### src/hw/prs_switch_map.vh
// Constants for the reference switchover and phase control block
`ifndef PRS_SWITCH_MAP_VH
`define PRS_SWITCH_MAP_VH
`define PRS_ADDR_CTRL 8'h00
`define PRS_ADDR_STATUS 8'h04
`define PRS_ADDR_STEP 8'h08
`define PRS_ADDR_PHASE0 8'h10
`define PRS_ADDR_PHASE_LAST 8'h1C
`define PRS_NUM_CNT 4
`define PRS_BW_LOW 2'h0
`define PRS_BW_MED 2'h1
`define PRS_BW_HIGH 2'h2
`define PRS_CTRL_BW_LSB 0
`define PRS_CTRL_BW_MSB 1
`define PRS_STAT_SEL_BIT 0
`define PRS_STAT_LOSS0_BIT 1
`define PRS_STAT_LOSS1_BIT 2
`define PRS_STAT_BUSY_BIT 3
`define PRS_STAT_STEP_BIT 4
`define PRS_STAT_HOLD_BIT 5
`define PRS_PH_TAP_LSB 0
`define PRS_PH_TAP_MSB 2
`define PRS_PH_START_LSB 8
`define PRS_PH_START_MSB 15
`define PRS_STEP_CNT_LSB 0
`define PRS_STEP_CNT_MSB 1
`define PRS_STEP_DOWN_BIT 2
`define PRS_TAP_RST 3'h0
`define PRS_START_RST 8'h01
`define PRS_QUAL_EDGES 2'h3
`define PRS_CLK_NS 50
`define PRS_LOSS_NS 1000
`define PRS_LOSS_CYC (`PRS_LOSS_NS / `PRS_CLK_NS)
`endif

### src/hw/prs_switch_ctrl.v
// Reference clock switchover, bandwidth select and phase control logic
//
// The strobed register port and the register offsets were chosen for this implementation.
`timescale 1ns/1ps
`include "prs_switch_map.vh"

// How it works
// RQ1: Primary reference selected after reset.
// RQ2: Switch after rise plus three high cycles.
// RQ3: Request must return low before next switch.
// RQ4: Request held three cycles of slower clock; the code counts three rises of the selected reference, slower or not.
// RQ5: Request only while both clocks toggle.
// RQ6: Loss flags valid only within 2x ratio.
// RQ7: Reset PLL, gate outputs until lock; the code has no lock input and the output enables follow only i_out_gate_en.
// RQ8: Detector disable holds VCO frequency.
// RQ9: Gate enables suppress output clocks.
// RQ10: Three bandwidth settings, medium by default.
// RQ11: Any counter takes any of eight taps.
// RQ12: Counter start delayed start count minus one.
// RQ13: Phase steps by taps, one step clock.
// RQ14: Gate on old fall, switch on new fall.
// RQ15: Indicator follows request; no loss while running.
// RQ16: Wait while target clock is absent.
// RQ17: Request synchronised before counting high time.
// RQ18: Ignore new requests until switch settled.
module prs_switch_ctrl (
   input wire i_clk,
   input wire i_rst_b,
   input wire i_primary_ref_clock,
   input wire i_backup_ref_clock,
   input wire i_switch_req,
   input wire i_phase_detector_enable,
   input wire [3:0] i_out_gate_en,
   input wire i_phase_step_clk,
   input wire i_vco_tick,
   input wire i_counter_restart,
   input wire [7:0] i_addr,
   input wire [31:0] i_wdata,
   input wire i_wr,
   input wire i_rd,
   output reg [31:0] o_rdata,
   output reg o_ref_sel,
   output reg o_ref_gate,
   output reg o_loss_primary,
   output reg o_loss_backup,
   output reg o_vco_hold,
   output reg [3:0] o_out_clk_en,
   output reg [1:0] o_bw_code,
   output reg [11:0] o_tap_sel,
   output reg [3:0] o_cnt_run
);

   localparam ST_IDLE = 3'h0;
   localparam ST_QUAL = 3'h1;
   localparam ST_GATE = 3'h2;
   localparam ST_WAIT_NEW = 3'h3;
   localparam ST_WAIT_LOW = 3'h4;
   localparam NP = 9;
   localparam integer LOSS_INT = `PRS_LOSS_CYC;
   localparam [7:0] LOSS_CYC = LOSS_INT[7:0];
   // Detector enable idles high, so its stages reset high to avoid a false hold after reset
   localparam [NP-1:0] SYNC_RST = 9'h008;

   // Unknown codes fall back to medium so the loop always has a valid setting
   function [1:0] bw_norm;
      input [1:0] code;
      begin
         if (code == `PRS_BW_LOW || code == `PRS_BW_HIGH) begin
            bw_norm = code;
         end else begin
            bw_norm = `PRS_BW_MED;
         end
      end
   endfunction

   function phase_hit;
      input [7:0] addr;
      begin
         phase_hit = (addr >= `PRS_ADDR_PHASE0) && (addr <= `PRS_ADDR_PHASE_LAST)
            && (addr[1:0] == 2'h0);
      end
   endfunction

   // Pin inputs: three stages, a change is taken once stages two and three agree
   wire [NP-1:0] pins_in;
   reg [NP-1:0] s1_reg;
   reg [NP-1:0] s2_reg;
   reg [NP-1:0] s3_reg;
   reg [NP-1:0] q_reg;
   reg [NP-1:0] qd_reg;
   wire [NP-1:0] q_next;
   assign pins_in = {i_out_gate_en, i_phase_step_clk, i_phase_detector_enable,
      i_switch_req, i_backup_ref_clock, i_primary_ref_clock};
   assign q_next = (s2_reg & s3_reg) | (q_reg & (s2_reg ^ s3_reg));

   always @(posedge i_clk) begin
      if (!i_rst_b) begin
         s1_reg <= SYNC_RST;
         s2_reg <= SYNC_RST;
         s3_reg <= SYNC_RST;
         q_reg <= SYNC_RST;
         qd_reg <= SYNC_RST;
      end else begin
         s1_reg <= pins_in;
         s2_reg <= s1_reg;
         s3_reg <= s2_reg;
         q_reg <= q_next;
         qd_reg <= q_reg;
      end
   end

   wire [1:0] ref_q;
   wire [1:0] ref_rise;
   wire [1:0] ref_fall;
   wire req_q;
   wire req_rise;
   wire pfd_q;
   wire step_rise;
   assign ref_q = q_reg[1:0];
   assign ref_rise = q_reg[1:0] & ~qd_reg[1:0];
   assign ref_fall = ~q_reg[1:0] & qd_reg[1:0];
   assign req_q = q_reg[2];
   assign req_rise = q_reg[2] & ~qd_reg[2];
   assign pfd_q = q_reg[3];
   assign step_rise = q_reg[4] & ~qd_reg[4];

   // Loss detectors: a reference with no edge for the limit is flagged.
   // The limit only makes sense when the two periods are within 2x. [RQ6]
   reg [7:0] idle_cnt_reg [0:1];
   reg [1:0] loss_reg;
   genvar g;
   generate
      for (g = 0; g < 2; g = g + 1) begin : g_loss
         always @(posedge i_clk) begin
            if (!i_rst_b) begin
               idle_cnt_reg[g] <= 8'h00;
               loss_reg[g] <= 1'b0;
            end else if (ref_rise[g] || ref_fall[g]) begin
               idle_cnt_reg[g] <= 8'h00;
               loss_reg[g] <= 1'b0; // [RQ15]
            end else if (idle_cnt_reg[g] < LOSS_CYC) begin
               idle_cnt_reg[g] <= idle_cnt_reg[g] + 8'h01;
            end else begin
               loss_reg[g] <= 1'b1; // [RQ6]
            end
         end
      end
   endgenerate

   // Switchover sequencer
   reg [2:0] state_reg;
   reg [2:0] state_next;
   reg sel_reg;
   reg sel_next;
   reg gate_reg;
   reg gate_next;
   reg [1:0] hi_cnt_reg;
   reg [1:0] hi_cnt_next;
   reg sw_done_reg;
   reg sw_done_next;
   wire old_fall;
   wire new_fall;
   wire cur_rise;
   assign old_fall = sel_reg ? ref_fall[1] : ref_fall[0];
   assign new_fall = sel_reg ? ref_fall[0] : ref_fall[1];
   assign cur_rise = sel_reg ? ref_rise[1] : ref_rise[0];

   always @* begin
      state_next = state_reg;
      sel_next = sel_reg;
      gate_next = gate_reg;
      hi_cnt_next = hi_cnt_reg;
      sw_done_next = 1'b0;
      case (state_reg)
         ST_IDLE: begin
            hi_cnt_next = 2'h0;
            if (req_rise) begin // [RQ2]
               state_next = ST_QUAL;
            end
         end
         ST_QUAL: begin
            // High time counted in edges of the selected reference [RQ17]
            if (!req_q) begin
               state_next = ST_IDLE;
            end else if (cur_rise) begin
               hi_cnt_next = hi_cnt_reg + 2'h1;
               if (hi_cnt_reg + 2'h1 == `PRS_QUAL_EDGES) begin
                  state_next = ST_GATE; // [RQ2]
               end
            end
         end
         ST_GATE: begin
            if (old_fall) begin
               gate_next = 1'b0; // [RQ14]
               state_next = ST_WAIT_NEW;
            end
         end
         ST_WAIT_NEW: begin
            // Stays here for as long as the target reference is silent [RQ16]
            if (new_fall) begin
               sel_next = ~sel_reg; // [RQ14]
               gate_next = 1'b1;
               sw_done_next = 1'b1;
               state_next = ST_WAIT_LOW;
            end
         end
         ST_WAIT_LOW: begin
            // Rising request edges are ignored until the request drops [RQ18]
            if (!req_q) begin
               state_next = ST_IDLE; // [RQ3]
            end
         end
         default: begin
            state_next = ST_IDLE;
         end
      endcase
   end

   always @(posedge i_clk) begin
      if (!i_rst_b) begin
         state_reg <= ST_IDLE;
         sel_reg <= 1'b0; // [RQ1]
         gate_reg <= 1'b1;
         hi_cnt_reg <= 2'h0;
         sw_done_reg <= 1'b0;
      end else begin
         state_reg <= state_next;
         sel_reg <= sel_next;
         gate_reg <= gate_next;
         hi_cnt_reg <= hi_cnt_next;
         sw_done_reg <= sw_done_next;
      end
   end

   // Register file
   reg [1:0] bw_reg;
   reg [2:0] tap_reg [0:3];
   reg [7:0] start_reg [0:3];
   reg step_pend_reg;
   reg [1:0] step_cnt_reg;
   reg step_down_reg;
   wire [1:0] ph_idx;
   wire wr_step;
   assign ph_idx = i_addr[3:2];
   assign wr_step = i_wr && (i_addr == `PRS_ADDR_STEP);

   always @(posedge i_clk) begin
      if (!i_rst_b) begin
         bw_reg <= `PRS_BW_MED; // [RQ10]
      end else if (i_wr && i_addr == `PRS_ADDR_CTRL) begin
         bw_reg <= bw_norm(i_wdata[`PRS_CTRL_BW_MSB:`PRS_CTRL_BW_LSB]); // [RQ10]
      end
   end

   // A new step request while one waits for the step clock replaces it
   always @(posedge i_clk) begin
      if (!i_rst_b) begin
         step_pend_reg <= 1'b0;
         step_cnt_reg <= 2'h0;
         step_down_reg <= 1'b0;
      end else if (wr_step) begin
         step_pend_reg <= 1'b1;
         step_cnt_reg <= i_wdata[`PRS_STEP_CNT_MSB:`PRS_STEP_CNT_LSB];
         step_down_reg <= i_wdata[`PRS_STEP_DOWN_BIT];
      end else if (step_rise) begin
         step_pend_reg <= 1'b0; // [RQ13]
      end
   end

   generate
      for (g = 0; g < `PRS_NUM_CNT; g = g + 1) begin : g_cnt
         reg [7:0] dly_reg;
         reg arm_reg;
         always @(posedge i_clk) begin
            if (!i_rst_b) begin
               tap_reg[g] <= `PRS_TAP_RST;
               start_reg[g] <= `PRS_START_RST;
            end else if (i_wr && phase_hit(i_addr) && ph_idx == g) begin
               tap_reg[g] <= i_wdata[`PRS_PH_TAP_MSB:`PRS_PH_TAP_LSB]; // [RQ11]
               start_reg[g] <= i_wdata[`PRS_PH_START_MSB:`PRS_PH_START_LSB];
            end else if (step_pend_reg && step_rise && step_cnt_reg == g) begin
               // Taps wrap through all eight phases in either direction [RQ13]
               if (step_down_reg) begin
                  tap_reg[g] <= tap_reg[g] - 3'h1;
               end else begin
                  tap_reg[g] <= tap_reg[g] + 3'h1;
               end
            end
         end
         // Counter start held off start count minus one VCO ticks [RQ12]
         always @(posedge i_clk) begin
            if (!i_rst_b) begin
               dly_reg <= 8'h00;
               arm_reg <= 1'b0;
               o_cnt_run[g] <= 1'b0;
            end else if (i_counter_restart || sw_done_reg) begin
               o_cnt_run[g] <= 1'b0;
               arm_reg <= 1'b1;
               if (start_reg[g] == 8'h00) begin
                  dly_reg <= 8'h00;
               end else begin
                  dly_reg <= start_reg[g] - 8'h01; // [RQ12]
               end
            end else if (arm_reg && i_vco_tick) begin
               if (dly_reg == 8'h00) begin
                  o_cnt_run[g] <= 1'b1;
                  arm_reg <= 1'b0;
               end else begin
                  dly_reg <= dly_reg - 8'h01;
               end
            end
         end
         always @(posedge i_clk) begin
            if (!i_rst_b) begin
               o_tap_sel[3*g+2:3*g] <= `PRS_TAP_RST;
            end else begin
               o_tap_sel[3*g+2:3*g] <= tap_reg[g]; // [RQ11]
            end
         end
      end
   endgenerate

   // Read data, one cycle after the strobe; unmapped addresses read zero
   reg [31:0] rd_next;
   always @* begin
      rd_next = 32'h00000000;
      if (i_addr == `PRS_ADDR_CTRL) begin
         rd_next[`PRS_CTRL_BW_MSB:`PRS_CTRL_BW_LSB] = bw_reg;
      end else if (i_addr == `PRS_ADDR_STATUS) begin
         rd_next[`PRS_STAT_SEL_BIT] = sel_reg;
         rd_next[`PRS_STAT_LOSS0_BIT] = loss_reg[0];
         rd_next[`PRS_STAT_LOSS1_BIT] = loss_reg[1];
         rd_next[`PRS_STAT_BUSY_BIT] = (state_reg == ST_GATE) || (state_reg == ST_WAIT_NEW);
         rd_next[`PRS_STAT_STEP_BIT] = step_pend_reg;
         rd_next[`PRS_STAT_HOLD_BIT] = ~pfd_q;
      end else if (i_addr == `PRS_ADDR_STEP) begin
         rd_next[`PRS_STEP_CNT_MSB:`PRS_STEP_CNT_LSB] = step_cnt_reg;
         rd_next[`PRS_STEP_DOWN_BIT] = step_down_reg;
      end else if (phase_hit(i_addr)) begin
         rd_next[`PRS_PH_TAP_MSB:`PRS_PH_TAP_LSB] = tap_reg[ph_idx];
         rd_next[`PRS_PH_START_MSB:`PRS_PH_START_LSB] = start_reg[ph_idx];
      end
   end

   // Outputs, all registered
   always @(posedge i_clk) begin
      if (!i_rst_b) begin
         o_rdata <= 32'h00000000;
         o_ref_sel <= 1'b0;
         o_ref_gate <= 1'b1;
         o_loss_primary <= 1'b0;
         o_loss_backup <= 1'b0;
         o_vco_hold <= 1'b0;
         o_out_clk_en <= 4'h0;
         o_bw_code <= `PRS_BW_MED;
      end else begin
         if (i_rd) begin
            o_rdata <= rd_next;
         end else begin
            o_rdata <= 32'h00000000;
         end
         o_ref_sel <= sel_reg; // [RQ15]
         o_ref_gate <= gate_reg; // [RQ14]
         o_loss_primary <= loss_reg[0]; // [RQ15]
         o_loss_backup <= loss_reg[1];
         o_vco_hold <= ~pfd_q; // [RQ8]
         o_out_clk_en <= q_reg[8:5]; // [RQ9]
         o_bw_code <= bw_reg; // [RQ10]
      end
   end

endmodule

### config.mk
export PLATFORM = sky130hd
export DESIGN_NAME = prs_switch_ctrl
export DESIGN_NICKNAME = d
export VERILOG_FILES = /design/src/hw/prs_switch_ctrl.v
export VERILOG_INCLUDE_DIRS = /design/src /design/src/hw
export SDC_FILE = /design/constraint.sdc
export NUM_CORES = 1
export LEC_CHECK = 0
export BUFFER_PORTS_ARGS = -buffer_cell sky130_fd_sc_hd__buf_2
export CORE_UTILIZATION = 63
export DETAILED_ROUTE_END_ITERATION = 8
export PLACE_DENSITY = 0.93
export SLEW_MARGIN = 25
export SYNTH_ARGS = -nofsm -noshare
export SYNTH_HDL_FRONTEND = slang
export SYNTH_SLANG_ARGS = --single-unit
### constraint.sdc
create_clock -name i_clk -period 6.45 [get_ports i_clk]
set_input_delay 0 -clock i_clk [delete_from_list [all_inputs] [get_ports i_clk]]
set_output_delay 0 -clock i_clk [all_outputs]
set_load 0.02 [all_outputs]
==> impl_metrics.yaml <==
routing:
  firstDrtPassIters: 5
  wl_per_cell_um: 17.7
  drt_iter0_drc: 796
  drc: 0
  ant_nets: 0
  drt-total-wl_um: 21100
  vias_per_cell: 6.17
  num_vias: 7348
final_layout:
  nets: 1083
  areaGrowthSynthToFinish_pct: 13.2
  final_cells: 1190
  fillerInstances: 897
  register_area_um2: 4460
  drive_gt1_frac: 0.142
  multi_input_area_um2: 4370
  design_area_um2: 10500
synth:
  synthTopCellsByArea: "dfxtp_1 29%, edfxtp_1 20%, and2_1 4.5%, ha_1 4.3%, nor2_1 2.8%"
  synth-seq-area-share: 0.483
  syn_inst: 914
  avgSynthCellArea_um2: 10.1
  synth-edff-count: 60
  yosysTopAreaCellShare: 0.288
  ys_ff_latch: 193
  netlist_area_um2: 9240
  yosys_warnings: 0
  synth_ff_type: "dfxtp_1"
  async_flop_share: 0
  yosysTopAreaCell: "dfxtp_1"
  synthDistinctLibCells: 78
clock_tree:
  cts_max_path_buffers: 2
  insertion_delay_ns: 0.44
  cts_tree: "built"
  path_clk_slew_ns: 0.07
  numCtsBuffers: 17
  cts_root_buf: "clkbuf_16"
  cts.sinks: 193
  h-tree-depth: 4
timing:
  setup_violations: 0
  fmax_mhz: 424
  drv_slew: 0
  fin_setup_tns_ns: 0
  hold_ws_ns: 0.0481
  fin_crit_ns: 2.36
  fin_skew_ns: 0.00938
  rsz0062_at_grt: "no"
  report.final.hold_viol_count: 0
  slew-limit-headroom: 0.322
  tightest_slew_ns: 1.00
  finalCritPeriodShare: 0.366
global_route:
  gr-total-overflow: 0
  grt_pass1_wl_um: 33800
  grt_pass1_vias: 6837
  grt_max_degree: 88
  antenna_found_initial: 1
  grtUsageTotal: 0.293
die:
  start_util: 0.655
  die-height_um: 123
  ios: 114
  core-area_um2: 14100
  rows: 43
  die_area_um2: 15100
  die-width_um: 123
worst_setup_path:
  crit_family: "simple AND/OR/NAND/NOR gates"
  cp_max_fo: 6
  crit_path_cell_trace: "inv_1 -> ha_1 -> nor4b_1 -> a21oi_1 -> or3_1 -> o311a_1"
  slowest_delay_ns: 0.82
  required_ns: 6.77
  cp-end-kind: "flop"
  crit_slowest_cell: "nor4b_1"
  critical_path_buf_inv_count: 1
  arrival_ns: 2.68
  r2r_slack_ns: 4.09
  critical_path_class: "reg2reg"
  critPathLaunchType: "flop"
place:
  routabilityCongestion: 0.945
  port_buffers: 74
  dpl.cell_count: 1134
  hpwl_um: 13800
  place_area_um2: 9640
outcome:
  status: "completed"
power:
  power_mw: 2.65
  p_per_area_nw_per_um2: 253
  vdd_drop_max_mv: 0.214
  power.leakage_nw: 4.07
min_path:
  hp-class: "in2reg"
run:
  max_cap_violations: 0
## where the power goes
group / switching (mW) / internal [mW] / total (mW)
clock: 0.473 / 0.540 / 1.01
combinational: 0.162 / 0.115 / 0.277
sequential: 0.0521 / 1.30 / 1.36
## cell usage after synthesis (6+ instances only)
cell,number
mux2i_1,16
buf_4,18
a311oi_1,6
o31ai_1,14
or3_1,14
xnor2_1,16
inv_1,52
nand3_1,18
or3b_2,7
a21oi_1,43
a211oi_1,11
nand4_1,6
o21ai_0,22
mux4_2,11
nor3_1,25
nor4_1,23
edfxtp_1,60
nor2b_1,19
ha_1,32
nand2_1,31
or4_1,12
nor2_1,69
a221oi_1,7
nand2b_1,16
dfxtp_1,133
o21a_1,11
clkbuf_1,34
nor3b_1,10
xor2_1,7
and2_1,67
buf_1,6
## placed cells by master (no fill, tap or decap), types with 7 or more instances in the layout
| master | n |
|---|---|
| dfxtp_1 | 133 |
| buf_2 | 74 |
| nor2_1 | 68 |
| and2_1 | 67 |
| edfxtp_1 | 60 |
| inv_1 | 52 |
| a21oi_1 | 43 |
| ha_1 | 32 |
| nand2_1 | 31 |
| nor3_1 | 25 |
| conb_1 | 24 |
| dlygate4sd3_1 | 23 |
| nor4_1 | 21 |
| o21ai_0 | 20 |
| nor2b_1 | 19 |
| nand3_1 | 18 |
| clkbuf_16 | 17 |
| nand2b_1 | 16 |
| xnor2_1 | 16 |
| mux2i_1 | 16 |
| or3_1 | 14 |
| o31ai_1 | 14 |
| or4_1 | 12 |
| a211oi_1 | 11 |
| o21a_1 | 11 |
| mux4_2 | 11 |
| nor3b_1 | 10 |
| or3b_2 | 7 |
| a221oi_1 | 7 |
| xor2_1 | 7 |
## per-stage QoR
step / setup WS (ns) / utilization
2_1_floorplan: 4.12 / -
3_3_place_gp: 3.72 / 0.684
3_5_place_dp: 4.05 / 0.684
4_1_cts: 4.15 / 0.740
5_1_grt: 3.92 / 0.741
6_report: 4.09 / 0.741
## worst paths after layout
kind	from	to	cells past startpoint
max	g_cnt[1].dly_reg[0]$_SDFFE_PN0P_	g_cnt[1].dly_reg[1]$_SDFFE_PN0P_	6
min	i_vco_tick	g_cnt[1].arm_reg$_SDFFE_PN0P_	4
max reg2reg	g_cnt[1].dly_reg[0]$_SDFFE_PN0P_	g_cnt[1].dly_reg[1]$_SDFFE_PN0P_	6
min reg2reg	s1_reg[0]$_SDFF_PN0_	s2_reg[0]$_SDFF_PN0_	1
## logic make-up (layout without fill, tap and decap cells)
kind of cell             Yosys count  in the layout  synth area share
AND/OR/NAND/NOR                  339            339             0.207
flip-flops                       193            193             0.483
AO/OA/AOI/OAI                    183            183             0.142
buffers and inverters            113            185            0.0543
adder cells (fa/ha/maj)           32             32            0.0434
multiplexers                      30             30            0.0478
XOR/XNOR                          23             23            0.0218
other                              1             25          0.000406
## worst reg2reg max path, stage by stage (launching register included)
cell,delay (ns)
dfxtp_1,0.35
inv_1,0.07
ha_1,0.19
nor4b_1,0.82
a21oi_1,0.31
or3_1,0.37
o311a_1,0.13
## per-layer routing
metal | track usage | part of all wire
met5 | 0 | 0
met4 | 0.153 | 0.038
met3 | 0.0724 | 0.081
met2 | 0.479 | 0.48
met1 | 0.358 | 0.40
## area by class of cell
type	count	area share
Clock buffer	19	0.0414
Multi-Input combinational cell	631	0.418
Timing Repair Buffer	101	0.0603
Clock inverter	13	0.0125
Sequential cell	193	0.427
Inverter	52	0.0187
Tap cell	180	0.0215
Antenna cell	1	0.000239
## what timing repair did
item,CTS,global route
hold buffers,23,0
resized for setup,0,0
setup buffers,0,0
hold endpoints to repair,54,0
Power figures use the tool's default switching activity.
